==> src/pkg/mbd_regs.svh <==
// Offsets, field positions, reset values and decode ranges of the module block decoder.
// Assumes byte addresses on a 24-bit processor bus with 16-bit data.
`ifndef MBD_REGS_SVH
`define MBD_REGS_SVH
`define MBD_BASE_REG_ADDR 24'h0000ee
`define MBD_BASE_REG_RESET 16'hbffe
`define MBD_SPACE_MSB 15
`define MBD_SPACE_LSB 13
`define MBD_CMP_BIT 12
`define MBD_BASE_MSB 11
`define MBD_BASE_LSB 0
`define MBD_IACK_SPACE 3'h7
`define MBD_BUS_LO 12'h000
`define MBD_BUS_HI 12'h00c
`define MBD_MEM_LO 12'h010
`define MBD_MEM_HI 12'h016
`define MBD_NET_LO 12'h800
`define MBD_NET_HI 12'h810
`define MBD_AMT_LO 12'ha00
`define MBD_AMT_HI 12'hbff
`define MBD_DT_LO 12'hc00
`define MBD_DT_HI 12'hfff
`define MBD_SUPER_BIT 2
`endif

==> src/pkg/mbd_pkg.sv <==
// Types shared by the module block decoder files.
// Assumes nothing beyond a SystemVerilog compiler.
package mbd_pkg;
	typedef enum logic [2:0] {
		MBD_SEL_NONE,
		MBD_SEL_BUS,
		MBD_SEL_MEM,
		MBD_SEL_NET,
		MBD_SEL_AMT,
		MBD_SEL_DT
	} mbd_sel_type;
endpackage

==> src/rtl/mbd_range_decode.sv <==
// Offset decoder that sorts a block offset into its sub-range.
// Assumes the caller qualifies the result with the block hit.
`include "mbd_regs.svh"
module mbd_range_decode (
	// Offset within the block
	input wire logic [11:0] offset,
	// Decoded target
	output mbd_pkg::mbd_sel_type sel
);
	// Register ranges take even words only; table ranges take any byte
	always_comb begin
		sel = mbd_pkg::MBD_SEL_NONE;
		if (offset >= `MBD_BUS_LO && offset <= `MBD_BUS_HI && !offset[0]) begin
			sel = mbd_pkg::MBD_SEL_BUS;
		end else if (offset >= `MBD_MEM_LO && offset <= `MBD_MEM_HI && !offset[0]) begin
			sel = mbd_pkg::MBD_SEL_MEM;
		end else if (offset >= `MBD_NET_LO && offset <= `MBD_NET_HI && !offset[0]) begin
			sel = mbd_pkg::MBD_SEL_NET;
		end else if (offset >= `MBD_AMT_LO && offset <= `MBD_AMT_HI) begin
			sel = mbd_pkg::MBD_SEL_AMT;
		end else if (offset >= `MBD_DT_LO) begin
			sel = mbd_pkg::MBD_SEL_DT;
		end
	end
endmodule

==> src/rtl/mbd_decoder.sv <==
// Module block base register and block address decoder.
// Assumes bus inputs synchronous to REF_CLK; sub-range registers live elsewhere and
// answer through the SUB_ACK input; unanswered cycles end by an external bus timeout.
//
// Summary of operation
// - Base register sits at address 0x0EE
// - Base register resets to 0xBFFE
// - Base register writes need supervisor mode
// - Base bits 11-0 give address 23-12
// - Bits 15-13 hold the space code
// - Compare disabled: match on address only
// - Compare enabled: function code must match too
// - No acknowledge for unimplemented block offsets
// - Block registers are 16-bit, offsets 0x000-0xFFF
// - Offsets 0x000-0x00C select bus-control registers
// - Offsets 0x010-0x016 select memory-controller registers
// - Network registers, match table, descriptor table ranges
`include "mbd_regs.svh"
module mbd_decoder #(
	parameter int ADDR_W = 24
) (
	// Clock, reset, enable
	input wire logic REF_CLK,
	input wire logic ARST_N,
	input wire logic CLK_EN,
	// Processor bus
	input wire logic [ADDR_W-1:0] ADDR,
	input wire logic [2:0] FC,
	input wire logic AS_N,
	input wire logic RD_WR_N,
	input wire logic [15:0] WDATA,
	// Sub-range answers
	input wire logic SUB_ACK,
	input wire logic [15:0] SUB_RDATA,
	// Selects toward sub-ranges
	output logic SEL_BUS,
	output logic SEL_MEM,
	output logic SEL_NET,
	output logic SEL_AMT,
	output logic SEL_DT,
	output logic [11:0] BLOCK_OFFSET,
	// Answer to the processor
	output logic [15:0] RDATA,
	output logic TRANSFER_ACKNOWLEDGE_STROBE_N,
	// Register view
	output logic [15:0] MODULE_BLOCK_BASE
);
	logic [15:0] module_block_base_r, module_block_base_nxt;
	logic [15:0] rdata_r, rdata_nxt;
	logic ack_r, ack_nxt;
	logic as_d_r, as_d_nxt;
	logic [2:0] space_code_field;
	logic space_compare_enable;
	logic [11:0] module_base_field;
	logic base_addr_high_bit;
	logic reg_hit, block_hit, space_ok, supervisor, as_start;
	mbd_pkg::mbd_sel_type sel;

	// Field split of the base register
	assign space_code_field = module_block_base_r[`MBD_SPACE_MSB:`MBD_SPACE_LSB];
	assign space_compare_enable = module_block_base_r[`MBD_CMP_BIT];
	assign module_base_field = module_block_base_r[`MBD_BASE_MSB:`MBD_BASE_LSB];
	assign base_addr_high_bit = module_base_field[11];
	assign supervisor = FC[`MBD_SUPER_BIT];
	assign as_start = !AS_N && as_d_r;

	// Space check is skipped entirely when the compare enable is clear
	assign space_ok = !space_compare_enable || (FC == space_code_field);
	// Block hit: upper address equals base field during the address strobe
	assign block_hit = !AS_N && (ADDR[23:12] == module_base_field) && space_ok;
	assign reg_hit = !AS_N && (ADDR[23:0] == `MBD_BASE_REG_ADDR);
	assign BLOCK_OFFSET = ADDR[11:0];

	mbd_range_decode mbd_range_decode_inst (
		.offset(ADDR[11:0]),
		.sel(sel)
	);

	// Selects only while the block is hit
	assign SEL_BUS = block_hit && sel == mbd_pkg::MBD_SEL_BUS;
	assign SEL_MEM = block_hit && sel == mbd_pkg::MBD_SEL_MEM;
	assign SEL_NET = block_hit && sel == mbd_pkg::MBD_SEL_NET;
	assign SEL_AMT = block_hit && sel == mbd_pkg::MBD_SEL_AMT;
	assign SEL_DT = block_hit && sel == mbd_pkg::MBD_SEL_DT;

	// Next-state: base register write, read data and acknowledge
	always_comb begin
		module_block_base_nxt = module_block_base_r;
		rdata_nxt = rdata_r;
		ack_nxt = ack_r;
		as_d_nxt = AS_N;
		if (AS_N) begin
			ack_nxt = 1'b0;
		end else if (as_start && reg_hit) begin
			// User-mode writes are acknowledged but leave the value alone
			if (!RD_WR_N && supervisor) begin
				module_block_base_nxt = WDATA;
			end
			rdata_nxt = module_block_base_r;
			ack_nxt = 1'b1;
		end else if (block_hit && sel != mbd_pkg::MBD_SEL_NONE && SUB_ACK && !ack_r) begin
			rdata_nxt = SUB_RDATA;
			ack_nxt = 1'b1;
		end
		// Unimplemented offsets never reach the acknowledge
	end

	// Registers only; frozen while the clock enable is low
	always_ff @(posedge REF_CLK or negedge ARST_N) begin
		if (!ARST_N) begin
			module_block_base_r <= `MBD_BASE_REG_RESET;
			rdata_r <= 16'h0000;
			ack_r <= 1'b0;
			as_d_r <= 1'b1;
		end else if (CLK_EN) begin
			module_block_base_r <= module_block_base_nxt;
			rdata_r <= rdata_nxt;
			ack_r <= ack_nxt;
			as_d_r <= as_d_nxt;
		end
	end

	assign RDATA = rdata_r;
	assign TRANSFER_ACKNOWLEDGE_STROBE_N = !ack_r;
	assign MODULE_BLOCK_BASE = module_block_base_r;

	// Assertions
	a_user_write_blocked: assert property (@(posedge REF_CLK) disable iff (!ARST_N)
		CLK_EN && as_start && reg_hit && !RD_WR_N && !supervisor
		|=> $stable(module_block_base_r))
		else $error("user mode write changed base register");
	a_super_write_taken: assert property (@(posedge REF_CLK) disable iff (!ARST_N)
		CLK_EN && as_start && reg_hit && !RD_WR_N && supervisor
		|=> module_block_base_r == $past(WDATA))
		else $error("supervisor write not stored");
	a_no_ack_unmapped: assert property (@(posedge REF_CLK) disable iff (!ARST_N)
		CLK_EN && block_hit && sel == mbd_pkg::MBD_SEL_NONE && !reg_hit && !ack_r
		|=> !ack_r)
		else $error("acknowledge for unimplemented offset");
	a_space_ignored: assert property (@(posedge REF_CLK) disable iff (!ARST_N)
		!AS_N && !space_compare_enable && ADDR[23:12] == module_base_field
		|-> block_hit)
		else $error("hit lost with compare disabled");
	a_space_checked: assert property (@(posedge REF_CLK) disable iff (!ARST_N)
		space_compare_enable && FC != space_code_field |-> !block_hit)
		else $error("hit with wrong function code");
	a_hit_needs_strobe: assert property (@(posedge REF_CLK) disable iff (!ARST_N)
		AS_N |-> !block_hit && !SEL_BUS && !SEL_NET)
		else $error("hit without address strobe");
	a_bus_range: assert property (@(posedge REF_CLK) disable iff (!ARST_N)
		SEL_BUS |-> ADDR[11:0] <= 12'h00c && !ADDR[0])
		else $error("bus select outside range");
	a_mem_range: assert property (@(posedge REF_CLK) disable iff (!ARST_N)
		block_hit && ADDR[11:0] == 12'h012 |-> SEL_MEM)
		else $error("memory select missed");
	a_table_range: assert property (@(posedge REF_CLK) disable iff (!ARST_N)
		block_hit && ADDR[11:0] == 12'hc01 |-> SEL_DT && !SEL_AMT)
		else $error("descriptor table select missed");
	a_ack_ends: assert property (@(posedge REF_CLK) disable iff (!ARST_N)
		CLK_EN && AS_N |=> !ack_r)
		else $error("acknowledge outlived strobe");
	// Two sub-ranges selected at once would put two drivers on the read data
	a_sel_one_hot: assert property (@(posedge REF_CLK) disable iff (!ARST_N)
		$onehot0({SEL_BUS, SEL_MEM, SEL_NET, SEL_AMT, SEL_DT}))
		else $error("more than one sub-range selected");
	a_net_range: assert property (@(posedge REF_CLK) disable iff (!ARST_N)
		SEL_NET |-> ADDR[11:0] >= 12'h800 && ADDR[11:0] <= 12'h810 && !ADDR[0])
		else $error("network select outside range");
	a_base_reg_ack: assert property (@(posedge REF_CLK) disable iff (!ARST_N)
		CLK_EN && as_start && reg_hit |=> !TRANSFER_ACKNOWLEDGE_STROBE_N)
		else $error("base register access not acknowledged");
endmodule

==> config.mk <==
export PLATFORM = sky130hd
export DESIGN_NAME = mbd_decoder
export DESIGN_NICKNAME = d
export VERILOG_FILES = /design/src/pkg/mbd_pkg.sv /design/src/rtl/mbd_range_decode.sv /design/src/rtl/mbd_decoder.sv
export VERILOG_INCLUDE_DIRS = /design/src /design/src/pkg
export SDC_FILE = /design/constraint.sdc
export NUM_CORES = 1
export LEC_CHECK = 0
export CAP_MARGIN = 0
export CORE_MARGIN = 2
export CORE_UTILIZATION = 56
export CTS_CLUSTER_SIZE = 30
export DETAILED_ROUTE_END_ITERATION = 8
export DONT_BUFFER_PORTS = 1
export HOLD_SLACK_MARGIN = 0.03
export PLACE_DENSITY_LB_ADDON = 0.2
export SETUP_SLACK_MARGIN = 0.2
export SYNTH_ARGS = -nofsm -noshare
export SYNTH_HDL_FRONTEND = slang
export SYNTH_SLANG_ARGS = --single-unit
==> constraint.sdc <==
create_clock -name REF_CLK -period 2.6 [get_ports REF_CLK]
set_input_delay 0.52 -clock REF_CLK [delete_from_list [all_inputs] [get_ports REF_CLK]]
set_output_delay 0.52 -clock REF_CLK [all_outputs]
set_load 0.02 [all_outputs]
Word-level counts from Yosys, hierarchy flattened. Index checks and enable logic that the tools add are counted.

$lt $le $gt $ge: 9. Equal/unequal tests: 8. Muxes and demuxes: 10. Bitwise gates (word level): 1. Reductions and logical operators: 33.

Operators by type and width (count): 12-bit >= comparator (second input constant) (3); 16-bit two-way mux (2); 24-bit by 8-bit equality test with 1-bit output (second input constant) (1); 12-bit less-or-equal comparator (second input constant) (2); 1-bit logical AND (21); 3-bit two-way mux (5); 12-bit equality test (1); 12-bit by 1-bit >= comparator with 1-bit output (second input constant) (1); 12-bit by 5-bit >= comparator with 1-bit output (second input constant) (1); 12-bit by 4-bit less-or-equal comparator with 1-bit output (second input constant) (1); 12-bit by 5-bit less-or-equal comparator with 1-bit output (second input constant) (1); 3-bit by 2-bit equality test with 1-bit output (second input constant) (2); 3-bit equality test (second input constant) (2); 3-bit nonzero test (2); 1-bit logical NOT (5); 4-bit AND reduction (1); 3-bit by 1-bit equality test with 1-bit output (second input constant) (1); 3-bit equality test (1); 1-bit two-way mux (3); 3-bit AND reduction (1); 2-bit AND reduction (1); 2-bit nonzero test (1); 1-bit logical OR (1); 1-bit inverter (1).

Register bits after elaboration: 34. Input bits: 65. Output and inout bits: 50. Logic and storage cells: 65.

Depth between registers and ports, before layout. Gate-level depths: netlist of the first run.

Depth in word-level cells: 13. Gate-level depth with buffers: 9. Gate-level depth less buffers: 6.

Cells and area by module. Synthesis of the first run repeated with hierarchy kept, for this count alone.

Cell total of the unflattened synthesis: 163. Area, all modules: 2009.4 sq um.

Modules (own cells, without submodules): mbd_decoder (times used 1, cells an instance 147, area an instance 1913.1 sq um, sequential area each 869.6 sq um); mbd_range_decode (times used 1, cells an instance 16, area an instance 96.3 sq um, sequential area each 0.0 sq um).

Worst setup path after synthesis of the first run. OpenSTA, ideal clock, no wires.

Path type: input -> output. From: in ADDR[8]. To: out SEL_MEM. Arrival time: 2.198 ns. Data required time: 2.080 ns. Slack: -0.118 ns. Stages: 3. Buffers on the path: 0. Cells stage by stage: or4_1 or4_4 nor4_1.

Cells in the longest elaborated chain, start to end: 8. Elaborated cells on any way between the ends: 23. Those cells by class: order compare (9); eq/ne (1); mux (5); reduce/logical (8).

RTL lines: start: declaration (line mbd_decoder.sv:27) `input wire logic [ADDR_W-1:0] ADDR,`; 12-bit >= comparator (no source line) or 12-bit less-or-equal comparator (tied branches); 3-bit two-way mux or 1-bit logical AND (tied branches); 3-bit two-way mux or 1-bit logical AND (tied branches) (line mbd_range_decode.sv:19, mbd_range_decode.sv:17); 3-bit two-way mux (line mbd_range_decode.sv:17) `` end else if (offset >= `MBD_NET_LO && offset <= `MBD_NET_HI && !offset[0]) begin ``; 3-bit two-way mux (line mbd_range_decode.sv:15) `` end else if (offset >= `MBD_MEM_LO && offset <= `MBD_MEM_HI && !offset[0]) begin ``; 3-bit two-way mux (*) (line mbd_range_decode.sv:13) `` if (offset >= `MBD_BUS_LO && offset <= `MBD_BUS_HI && !offset[0]) begin ``; 3-bit by 2-bit equality test with 1-bit output (*) (line mbd_decoder.sv:81) `assign SEL_MEM = block_hit && sel == mbd_pkg::MBD_SEL_MEM;`; 1-bit logical AND (*) (line mbd_decoder.sv:81); end: declaration (line mbd_decoder.sv:37) `output logic SEL_MEM,`.

Every way passes the cells marked *; elsewhere a longest branch is shown, timed or not.

Worst setup path after layout of the first run.
From: reg module_block_base_r[2] (netlist: MODULE_BLOCK_BASE[2]). To: out SEL_AMT.

Cells in the longest elaborated chain, start to end: 4.

RTL lines: start: declaration (line mbd_decoder.sv:48) `logic [15:0] module_block_base_r, module_block_base_nxt;`; start signal: assignment (line mbd_decoder.sv:111) `` module_block_base_r <= `MBD_BASE_REG_RESET; ``; start signal: assignment (line mbd_decoder.sv:116) `module_block_base_r <= module_block_base_nxt;`; 12-bit equality test (line mbd_decoder.sv:70) `assign block_hit = !AS_N && (ADDR[23:12] == module_base_field) && space_ok;`; 1-bit logical AND (2 in series) (line mbd_decoder.sv:70); 1-bit logical AND (line mbd_decoder.sv:83) `assign SEL_AMT = block_hit && sel == mbd_pkg::MBD_SEL_AMT;`; end: declaration (line mbd_decoder.sv:39) `output logic SEL_AMT,`.

No other way between the ends.

==> impl.org, run 1 <==
** STA
- On the final layout, the worst clock skew is roughly 0.012 ns.
- Headroom to the max-slew limit came out at a little under two thirds.
- Setup repair after global routing missed its margin :: yes
- Slew at the pin closest to its max-slew limit :: approximately 0.54 ns
- Setup violations remaining at the end of the flow were counted as 0.
- The clock period could shrink to 2.583 ns.
- Hold violation total from the final report :: 0
- The number of slew-limit violations in the final report came to 0.
- Final hold analysis gives a worst-case slack of approximately 0.23 ns.
- Of the available clock period, the critical path in the final layout requires ~99%.
- Static timing analysis puts the maximum clock frequency at between 300 and 400 MHz.

** Run
- Max-cap violations in this run came to 0.

** Cells and area
- Number of nets in the final layout :: approximately 260
- Synthesis-to-layout area growth :: 22.43%
- Ratio of cells with drive above 1 in the final layout :: 50.00%
- Cells fill 72.10% of the core in the end.
- Total inserted antenna cells :: 0

** Setup path
- The critical path in this run is classified as reg2out.
- STA classifies the critical path endpoint as an output pin.
- Crit path launch :: MODULE_BLOCK_BASE[2]
- Of all nets on the critical path, the largest fanout is 4.
- Traced cell by cell, the critical path runs through xor2_1 > nor4_1 > nand4_1 > nor2_2 > nand2_2 > nor3b_2 > buf_4.
- Type of origin of the critical path :: register
- In this run the worst setup path terminates at SEL_AMT.
- The endpoint identified for the worst register-to-register timing path is RDATA[5].
- Setup slack on the worst reg-to-reg path comes out at between 0.15 and 0.2 ns.
- For this run, the slowest stage of the critical path takes about 0.65 ns.
- At the worst endpoint, the arrival time is 2.06 ns.
- Among all stages on the critical path, the largest delay is contributed by sky130_fd_sc_hd__dfstp_2.
- The startpoint identified for the worst register-to-register timing path is MODULE_BLOCK_BASE[2].
- STA puts the critical path data required time at between 2 and 2.5 ns.
- The number of cells on the worst reg-to-reg path is 9.

** Logic synthesis
- The largest total area in the synthesized netlist belongs to sky130_fd_sc_hd__dfrtp_1.
- The number of nets in the synthesized netlist is ~250.
- #FFs+latches synth :: 34
- Number of flops mapped to enable cells by yosys :: 0
- Cell count after synthesis :: between 150 and 200
- Dividing the synthesized area by the synthesized cell count gives 10.82 sq um.
- Post-Syn Area :: 1981 sq um
- Area contributors post-synth :: sky130_fd_sc_hd__dfrtp_1, sky130_fd_sc_hd__dfstp_2, sky130_fd_sc_hd__mux2i_1
- Summed over its instances, the top area cell type makes up between 20% and 30% of the synthesized netlist area.
- For this run, the leading register cell type out of synthesis is sky130_fd_sc_hd__dfrtp_1.
- Post-synth ARST share :: 100.0%
- Yosys printed 0 warnings.
- The synthesized netlist contains 33 unique library cells.
- Sequential cells were found to cover between 40% and 50% of the synthesized design area.

** Clock tree
- The tree is rooted in a sky130_fd_sc_hd__clkbuf_4.
- Clock insertion delay at the later pin of the skew report :: approximately 0.35 ns
- Num Clock Sinks :: 34
- CTS tree :: built
- Number of buffers created by CTS :: 5
- Maximum root-to-sink buffer count :: 2
- Clock-pin slew was measured on the worst setup and hold paths at about 0.10 ns.
- H-tree levels :: 2

** Routing
- The detail route stage leaves a number of antenna-violating nets equal to 0.
- Vias per cell :: 6.409
- The routed design has approximately 5.8 mm of wire.
- Router iterations before antenna repair :: 4
- DR WL/cell :: between 20 and 25 um
- DRC violation count after routing :: 0
- The detailed router finished its first iteration with 77 violations.
- Detailed routing inserted a total of roughly 1600 vias.

** Global route
- In the global route stage, overall resource usage came out at roughly 28%.
- The first global-routing pass estimated between 8 and 9 mm of wire.
- Largest net degree at the start of global routing :: 35
- Grt total ovfl :: 0
- The number of global-route vias before repair was about 1600.
- Initial antenna violation count :: 0

** Floorplanning
- Horizontal die dimension :: approximately 63 um
- After floorplanning, the core was sized to cover between 3000 and 4000 sq um.
- The initial utilization of the core area, before any placement, comes to 58.89%.
- Number of rows in the core area :: 21
- Die extent in y :: around 63 um
- Ports :: between 100 and 150
- The die covers between 4000 and 5000 sq um.

** Placed design
- At the end of routability-driven placement, the weighted congestion stood at roughly 0.89.
- Sum of net half-perimeters after detailed placement :: between 4 and 5 mm
- Number of buffers added on ports :: 0

** Worst hold path
- Hold_sp :: AS_N
- The worst hold path belongs to the class in2reg.

** Power
- In this run the static leakage power is approximately 1.1 nW.
- Worst ir drop on vdd :: 0.0002742 V
- In this run the power density over the cells is around 360 nW/um^2.

** Outcome
- The run finished with clean final reports.
[worst max-delay path: cells and delay by family, from the launching register on]
kind	cells	cell delay (ns)
XOR/XNOR	1	0.09
flip-flops	1	0.65
AND/OR/NAND/NOR	5	0.82
buffers and inverters	1	0.16
[through the flow]
| step | TNS [ns] | std cells | setup slack, ns | total power [W] | instance area (sq um) |
|---|---|---|---|---|---|
| CTS | -0.009244 | 240 | -0.009244 | 0.0008726 | 2235 |
| finish | 0 | 242 | 0.01742 | 0.0008817 | 2425 |
| floorplan | -1.779 | 183 | -0.09523 | 0.0006091 | 2057 |
| detailed placement | -0.9105 | 227 | -0.06417 | 0.0005910 | 2106 |
| global route | -0.2877 | 242 | -0.1256 | 0.0009173 | 2425 |
| global placement | -0.8544 | 227 | -0.06100 | 0.0005895 | 2106 |
[state kept, by name, summed over array words and instances, names as in the netlist]
signal             count
RDATA                 16
as_d_r                 1
MODULE_BLOCK_BASE     16
ack_r                  1
[cell type report]
| type | instances | area (sq um) |
|---|---|---|
| inverters | 3 | 11.26 |
| repair buffers | 26 | 272.8 |
| fillers | 256 | 938.4 |
| flip-flops and latches | 34 | 869.6 |
| well taps | 46 | 57.56 |
| clock buffers | 7 | 45.04 |
| multi-input cells | 126 | 1169 |
[layout by cell type, fill, tap and decap left out, types with 2 or more instances in the layout]
master and count:
sky130_fd_sc_hd__nand2_2 2, sky130_fd_sc_hd__nor2_4 2, sky130_fd_sc_hd__nor4_1 3, sky130_fd_sc_hd__nor2_1 4, sky130_fd_sc_hd__nand2_1 4, sky130_fd_sc_hd__inv_1 3, sky130_fd_sc_hd__buf_6 6, sky130_fd_sc_hd__a21oi_4 2
sky130_fd_sc_hd__dfrtp_1 19, sky130_fd_sc_hd__buf_8 3, sky130_fd_sc_hd__mux2_2 6, sky130_fd_sc_hd__buf_4 14, sky130_fd_sc_hd__mux2_4 11, sky130_fd_sc_hd__nor4_4 2, sky130_fd_sc_hd__nor3_2 2, sky130_fd_sc_hd__dfstp_2 15
sky130_fd_sc_hd__or4b_4 2, sky130_fd_sc_hd__a21oi_1 17, sky130_fd_sc_hd__or4_4 2, sky130_fd_sc_hd__xor2_1 15, sky130_fd_sc_hd__clkbuf_4 5, sky130_fd_sc_hd__o21ai_1 2, sky130_fd_sc_hd__clkbuf_1 2, sky130_fd_sc_hd__a21oi_2 14
sky130_fd_sc_hd__mux2i_1 17, sky130_fd_sc_hd__nand4_1 2
[synthesized netlist by cell type, types with 2 or more instances]
cell type and number:
sky130_fd_sc_hd__buf_2 2, sky130_fd_sc_hd__dfrtp_1 19, sky130_fd_sc_hd__nor2_1 7, sky130_fd_sc_hd__buf_4 12
sky130_fd_sc_hd__buf_6 3, sky130_fd_sc_hd__mux2i_1 17, sky130_fd_sc_hd__nor4_1 5, sky130_fd_sc_hd__nand4_1 2
sky130_fd_sc_hd__mux2_1 10, sky130_fd_sc_hd__a2bb2oi_1 2, sky130_fd_sc_hd__xor2_1 15, sky130_fd_sc_hd__mux2_2 7
sky130_fd_sc_hd__nand2_1 6, sky130_fd_sc_hd__nor3_1 3, sky130_fd_sc_hd__inv_1 3, sky130_fd_sc_hd__dfstp_2 15
sky130_fd_sc_hd__clkbuf_1 3, sky130_fd_sc_hd__a21oi_1 33, sky130_fd_sc_hd__nor3b_1 2, sky130_fd_sc_hd__o21ai_0 3
sky130_fd_sc_hd__or4_1 2
[power breakdown]
part | total (W) | internal (W) | switching, W
sequential | 0.000534 | 0.000533 | 0.00000111
combinational | 0.0000712 | 0.0000304 | 0.0000408
clock | 0.000277 | 0.000102 | 0.000175
total | 0.000882 | 0.000665 | 0.000217
[cells by family (layout without fill, tap and decap cells)]
family	after synthesis	in the layout	share of synthesized area [%]
xor gates and xnor gates	15	15	6.633
muxes	34	34	18.26
and+or+nand+nor	36	36	11.37
buffers and inverters	23	36	7.896
DFF	34	34	43.90
AOI/OAI and AO/OA	41	41	11.94
[worst min-delay path by stage]
stage | cells past startpoint | endpoint
after floorplan | 0 | MODULE_BLOCK_BASE[0]
after global placement | 0 | MODULE_BLOCK_BASE[14]
after detailed placement | 0 | MODULE_BLOCK_BASE[14]
after CTS | 1 | ack_r
after global routing | 1 | ack_r
final | 1 | ack_r
[metal layers]
layer / share of wire (%) / track usage [%] / vias to the layer above
met5: 0 / 0 / -
met4: 1.2 / 11.68 / 0
met3: 8.0 / 8.929 / 9
met2: 54 / 45.66 / 89
met1: 36 / 33.02 / 778
li1: - / - / 675
[what timing repair did]
item,CTS,global route
resized for setup,8,41
cloned,1,2
endpoints found under the setup margin,38,33
endpoints found under the hold margin,34,0
pin swaps,10,4
buffers inserted,3,0
hold buffers,2,0
Note: power is estimated with default switching activity, not from simulation.
==> inputs of run 2 (changes only) <==
--- a/config.mk
+++ b/config.mk
@@ -6,12 +6,12 @@
 export SDC_FILE = /design/constraint.sdc
 export NUM_CORES = 1
 export LEC_CHECK = 0
+export BUFFER_PORTS_ARGS = -buffer_cell sky130_fd_sc_hd__buf_4
 export CAP_MARGIN = 0
 export CORE_MARGIN = 2
-export CORE_UTILIZATION = 56
+export CORE_UTILIZATION = 40
 export CTS_CLUSTER_SIZE = 30
 export DETAILED_ROUTE_END_ITERATION = 8
-export DONT_BUFFER_PORTS = 1
 export HOLD_SLACK_MARGIN = 0.03
 export PLACE_DENSITY_LB_ADDON = 0.2
 export SETUP_SLACK_MARGIN = 0.2
==> run 2 against run 1 <==
  * The flow now finishes with violations (setup timing)
  * Sequential cell count is the same
  * Highest routed layer unchanged
  * Critical path type is now in2out
  * Cell count grew 58%
  * Sequential share of layout area shrank 10 points
  * Setup slack lost 0.075 ns
  * Register-to-register slack lost 0.18 ns
  * Sequential power is essentially flat
  * Die area grew 37%
  * Critical endpoint is now SEL_MEM
  * Global-route usage shrank 4.3 points
  * Critical path depth shrank 1
  * Non-clock buffer count grew 118
==> impl.org, run 2 (synthesis gave the netlist of run 1 again) <==
** Outcome
- The flow ran to the end, but the final reports show violations.
- The final reports fail on setup timing.

** Clock tree
- In this run, post-CTS hold repair placed 0 buffers.
- H-tree levels :: 2
- The clock drives 34 sinks.
- TritonCTS built the clock tree.
- The longest clock path from root to sink contains 2 buffers.
- Clock transition time at the flip-flop clock pins of the worst setup and hold paths :: 0.06 ns
- Root buffer selected by CTS :: sky130_fd_sc_hd__clkbuf_8
- For the worst-skew pair, the clock arrives at the later sink with an insertion delay of 0.28 ns.
- Number of buffers created by CTS :: 5

** STA
- In this run the tightest slew margin relative to its limit is 68.39%.
- For the final routed database, the setup TNS stands at -0.1855 ns.
- Derived from the worst setup path, the maximum achievable clock frequency is between 300 and 400 MHz.
- The worst path uses 102.2% of the clock period.
- Worst-case setup margin in the final layout :: -0.05756 ns
- Setup violations remaining at the end of the flow were counted as 15.
- Setup repair after global routing missed its margin :: yes
- The number of slew-limit violations in the final report came to 0.
- Minimum clock period :: 2.658 ns
- The number of hold violations in the final report came to 0.
- On the final layout, the worst hold slack is about 0.17 ns.
- Worst Skew :: 0.005914 ns
- For the pin with the worst max-slew slack, the measured transition is 0.4699 ns.

** Routing
- Dividing the detail-routed via count by the number of cells gives between 5 and 6.
- The detailed router placed 1919 vias in this run.
- DR WL/cell :: 16.82 um
- In the routed design, unresolved DRC markers number 0.
- For this block, the initial DRC count from the detailed router was 40.
- For this run, the detailed router's first-pass iteration total came to 4.
- Count of nets left with antenna violations after detail routing :: 0
- For this block, the routed nets add up to 6.427 mm of wire.

** Run
- The tool flagged a number of max-cap violations equal to 0.

** Power
- Static Leak :: roughly 1.7 nW
- For this design the ratio of total power to cell area is 325.9 nW/um^2.
- Worst ir drop on vdd :: 0.0002811 V

** Placed design
- Once detailed placement completed, the half-perimeter wirelength came to approximately 4.7 mm.
- During placement, the flow inserted port buffers numbering around 110.
- Routability-driven placement finished with a final weighted congestion of about 0.90.

** Setup path
- FF-to-FF setup slack :: 0.01 ns
- For the worst flop-to-flop path, the logic depth is 7.
- Largest driver fanout on the critical path :: 4
- The worst setup path is captured at an output pin.
- Data required time at the worst endpoint :: around 2.1 ns
- Arrival time worst endpoint :: around 2.1 ns
- Type of the worst setup path :: in2out
- The worst setup path is launched from a primary input.
- Endpoint of the most critical register-to-register path :: MODULE_BLOCK_BASE[7]
- Startpoint of the worst register-to-register path :: as_d_r

** Floorplanning
- The floorplan step set the die height to 74.37 um.
- Ports :: 115
- Horizontal die dimension :: 74.37 um
- Initial core utilization :: between 40% and 50%
- The initialized floorplan defines 25 standard-cell rows.
- The floorplan step defined a die boundary enclosing around 5500 sq um.
- The region available for standard cell placement spans ~4800 sq um.

** Global route
- Vias in the first global route :: slightly below 2000
- Overall global routing resource usage :: 23.32%
- The number of antenna violations at the first check in global routing came to 0.
- First-pass GRT wire length :: 9.563 mm
- Entering global routing, the biggest net connects 35 pins.
- The total overflow left after global routing is 0.

** Cells and area
- In the layout the commonest cells are sky130_fd_sc_hd__buf_4, sky130_fd_sc_hd__dfrtp_1.
- The area growth from synthesis to layout is 71.07%.
- Total inserted antenna cells :: 0
- Leading cell type in the layout, fill and taps excluded :: sky130_fd_sc_hd__buf_4
- Ratio of cells with drive above 1 in the final layout :: 68.57%
- Cells fill a little under three quarters of the core in the end.
- For this run, the post-layout net count is ~380.

** Worst hold path
- In this run the worst hold path is classified as in2async.
==> run 2: through the flow <==
stage	power, W	setup slack (ns)	instances	instance area (sq um)
after floorplan	0.0006091	-0.09523	183	2057
after global placement	0.0007317	-0.1752	370	3048
after detailed placement	0.0007344	-0.2373	370	3048
after CTS	0.001107	-0.04117	381	3306
after global routing	0.001150	-0.1085	382	3388
final	0.001104	-0.05756	382	3388
==> run 2: worst max-delay path by stage <==
stage             from               endpoint  slack [ns]  depth (start not counted)
5_1_grt        ADDR[8]                SEL_MEM       -0.11                          6
3_5_place_dp   ADDR[8]   MODULE_BLOCK_BASE[7]       -0.24                          7
4_1_cts        ADDR[8]                SEL_MEM       -0.04                          6
2_1_floorplan  ADDR[8]              RDATA[10]        -0.1                          8
6_report       ADDR[8]                SEL_MEM       -0.06                          6
3_3_place_gp   ADDR[8]  MODULE_BLOCK_BASE[11]       -0.18                          7
==> run 2: metal layers <==
layer,wire length [um],global-route usage [%]
met2,3238,39.72
met4,93,7.738
met1,2711,29.67
met3,383,4.743
met5,0,0
==> run 2: what timing repair did <==
action	in CTS	in global routing
endpoints found under the hold margin	0	0
buffers inserted	2	0
pin swaps	3	4
resized for setup	42	11
setup endpoints to repair	38	38
gates cloned	1	1
==> run 2: area by class of cell <==
type                            count  area [sq um]
Tap cell                           67         83.83
Clock buffer                        8         80.08
Sequential cell                    34         869.6
Inverter                            3         11.26
Multi-Input combinational cell    126          1195
Timing Repair Buffer              144          1149
Fill cell                         369          1366
==> run 2: where the power goes <==
part | internal (W) | switching, W
combinational | 0.000113 | 0.0000903
sequential | 0.000533 | 0.000000910
clock | 0.000190 | 0.000177
==> run 2: critical path: stages <==
cell                     delay (ns)
sky130_fd_sc_hd__buf_6         0.09
sky130_fd_sc_hd__or4_4         0.53
sky130_fd_sc_hd__or4_4         0.47
sky130_fd_sc_hd__buf_6         0.15
sky130_fd_sc_hd__nor4_4        0.20
sky130_fd_sc_hd__buf_4         0.18
==> inputs of run 3 (changes only) <==
--- a/config.mk
+++ b/config.mk
@@ -6,14 +6,14 @@
 export SDC_FILE = /design/constraint.sdc
 export NUM_CORES = 1
 export LEC_CHECK = 0
-export BUFFER_PORTS_ARGS = -buffer_cell sky130_fd_sc_hd__buf_4
 export CAP_MARGIN = 0
-export CORE_MARGIN = 2
-export CORE_UTILIZATION = 40
+export CORE_UTILIZATION = 56
 export CTS_CLUSTER_SIZE = 30
 export DETAILED_ROUTE_END_ITERATION = 8
+export DONT_BUFFER_PORTS = 1
 export HOLD_SLACK_MARGIN = 0.03
 export PLACE_DENSITY_LB_ADDON = 0.2
+export RECOVER_POWER = 25
 export SETUP_SLACK_MARGIN = 0.2
 export SYNTH_ARGS = -nofsm -noshare
 export SYNTH_HDL_FRONTEND = slang
==> run 3 against run 2 <==
  * The run ends with capacitance limit, slew limit, setup timing left
  * First-iteration DRC count is 5.0% lower
  * Via count is 20% lower
  * Final area shrank 24%
  * Sequential share of layout area up 8.0 points
==> impl.org, run 3 (synthesis gave the netlist of run 1 again) <==
** Outcome
- Outcome :: finished, violations left
- Violated checks :: capacitance limit, slew limit, setup timing

** Worst hold path
- Class of the worst hold path :: in2reg
- Hold_sp :: AS_N

** Clock tree
- Number of buffers created by CTS :: 5
- The tree is rooted in a sky130_fd_sc_hd__clkbuf_4.
- CTS tree :: built
- Clock transition time at the flip-flop clock pins of the worst setup and hold paths :: around 0.10 ns
- Clock insertion delay at the later pin of the skew report :: around 0.34 ns
- CTS built an H-tree with a depth of 2.
- The clock drives 34 sinks.
- In this run the deepest clock path goes through 2 buffers.

** Placed design
- At the end of routability-driven placement, the weighted congestion stood at ~0.7.
- Worst Setup Slack post-DPL :: -0.1748 ns
- Number of buffers added on ports :: 0
- Sum of net half-perimeters after detailed placement :: about 3.8 mm

** STA
- Worst-case setup margin in the final layout :: -0.03465 ns
- Setup repair after global routing could not meet its margin everywhere.
- Setup violations remaining at the end of the flow were counted as 1.
- Counting I/O delays and the setup requirement, the final critical path takes 2.635 ns.
- Static timing analysis puts the maximum clock frequency at approximately 380 MHz.
- Count of final max-slew check failures :: 35
- At the pin with the least slew margin, the transition time is 1.744 ns.
- In the finished design, the share of the clock period the worst path needs comes to 101.3%.
- Hold violation total from the final report :: 0
- Hold slack :: ~0.25 ns
- Measured against its own limit, the worst slew margin works out to -16.24%.
- For the final database, setup skew stands at 0.01670 ns.

** Global route
- The number of antenna violations at the first check in global routing was 0.
- Entering global routing, the biggest net connects 35 pins.
- Vias in the first global route :: ~1500
- Across every metal layer, demand over resource in global routing totals approximately 28%.
- The first global-routing pass estimated just over 7 mm of wire.
- For this run the aggregate overflow at the end of global routing stands at 0.

** Cells and area
- 0 antenna diodes ended up in the layout.
- Top library cells by usage in the layout, fill and taps aside :: sky130_fd_sc_hd__dfrtp_1, sky130_fd_sc_hd__a21oi_2, sky130_fd_sc_hd__mux2i_1
- Fill cells in the final layout number around 230.
- Number of nets in the final layout :: 267
- Synthesis-to-layout area growth :: 30.32%
- Leaving out fill and tap cells, the most frequent cell in the layout is sky130_fd_sc_hd__dfrtp_1.
- Cells fill between 70% and 80% of the core in the end.
- Ratio of cells with drive above 1 in the final layout :: a little over half

** Routing
- DRT Wirelength :: roughly 5.8 mm
- The count of nets left with antenna violations once routing finished came out at 0.
- Using the TritonRoute via totals, the vias-per-cell ratio works out to around 6.
- DR WL/cell :: 23.41 um
- Count of routing violations after the opening detailed-route iteration :: 38
- In the routed design, unresolved DRC markers number 0.
- The detailed router placed 1531 vias in this run.
- Router iterations before antenna repair :: 4

** Setup path
- The worst setup path is launched from a primary input.
- STA classifies the critical path endpoint as an output pin.
- Type of the worst setup path :: in2out
- Largest driver fanout on the critical path :: 4
- Arrival time worst endpoint :: between 2 and 2.5 ns
- The most critical setup path has its startpoint at ADDR[8].
- For the worst setup path, the data required time is around 2.1 ns.
- The startpoint identified for the worst register-to-register timing path is as_d_r.

** Power
- In this run the power density over the cells is between 300 and 400 nW/um^2.
- Summing internal, switching and leakage power gives ~0.001 W.
- Static Leak :: approximately 1.2 nW
- The worst-case IR drop observed on VDD is 0.0005202 V.

** Floorplanning
- In this run the horizontal extent of the chip is about 61 um.
- In this run the count of I/O pins placed on the die edge is about 120.
- Die Footprint :: approximately 3800 sq um
- The core region is approximately 3400 sq um.
- Initial core utilization :: around three fifths
- Die extent in y :: about 61 um
- Row generation in the floorplan step produced 21 rows.

** Run
- Max Cap Violations :: 1
-- run 3: cell count changes in the layout (fill, tap and decap cells not counted), moves of 4 or more --
cell                       before  now
sky130_fd_sc_hd__a21oi_1       16   12
sky130_fd_sc_hd__buf_4        133   15
sky130_fd_sc_hd__clkbuf_4       0    5
sky130_fd_sc_hd__clkbuf_8       5    0
-- run 3: repair_timing --
item                                    in CTS  in global routing
pin swaps                                   11                 25
resized for setup                           23                 41
endpoints found under the hold margin       34                  0
gates cloned                                 1                  2
setup buffers                                3                  5
hold buffers                                 2                  0
endpoints found under the setup margin      38                 34
-- run 3: per-layer routing --
layer	vias to the layer above	part of all wire [%]	wire length (um)	track usage (%)
li1	686	-	-	-
met1	758	38	2235	33.88
met2	82	54	3125	47.20
met3	5	7.3	425	6.933
met4	0	0.75	44	9.841
met5	-	0	0	0
-- run 3: path summary, 6_finish.rpt --
check	to	slack, ns	depth (start not counted)
min in group asynchronous	RDATA[9]	1.21	2
worst min register to register	as_d_r	0.63	1
max in group asynchronous	RDATA[15]	0.37	2
worst max-delay path	SEL_MEM	-0.03	5
worst min-delay path	ack_r	0.25	1
worst max register to register	MODULE_BLOCK_BASE[14]	0.16	7
-- run 3: power by group --
group | switching, W | total, W | internal, W
registers | 0.00000122 | 0.000534 | 0.000533
clock network | 0.000189 | 0.000391 | 0.000202
logic | 0.0000436 | 0.0000767 | 0.0000330
-- run 3: final cells by class --
cell class                      instances  area [sq um]  share of cell area, %
Multi-Input combinational cell        126          1209                  46.82
Clock inverter                          3         45.04                  1.745
Clock buffer                            5         37.54                  1.454
Sequential cell                        34         869.6                  33.69
Tap cell                               46         57.56                  2.230
Timing Repair Buffer                   32         351.6                  13.62
Inverter                                3         11.26                 0.4363
-- run 3: metrics by stage --
step,cell area [sq um],cells,TNS [ns]
global route,2581,249,-0.2196
detailed placement,2113,228,-3.408
global placement,2113,228,-2.848
floorplan,2057,183,-1.779
finish,2581,249,-0.03465
CTS,2341,242,-0.02241
-- run 3: critical path: stages --
cell                     delay (ns)
sky130_fd_sc_hd__or4_4         0.55
sky130_fd_sc_hd__or4_4         0.47
sky130_fd_sc_hd__buf_6         0.14
sky130_fd_sc_hd__nor4_2        0.24
sky130_fd_sc_hd__buf_4         0.19
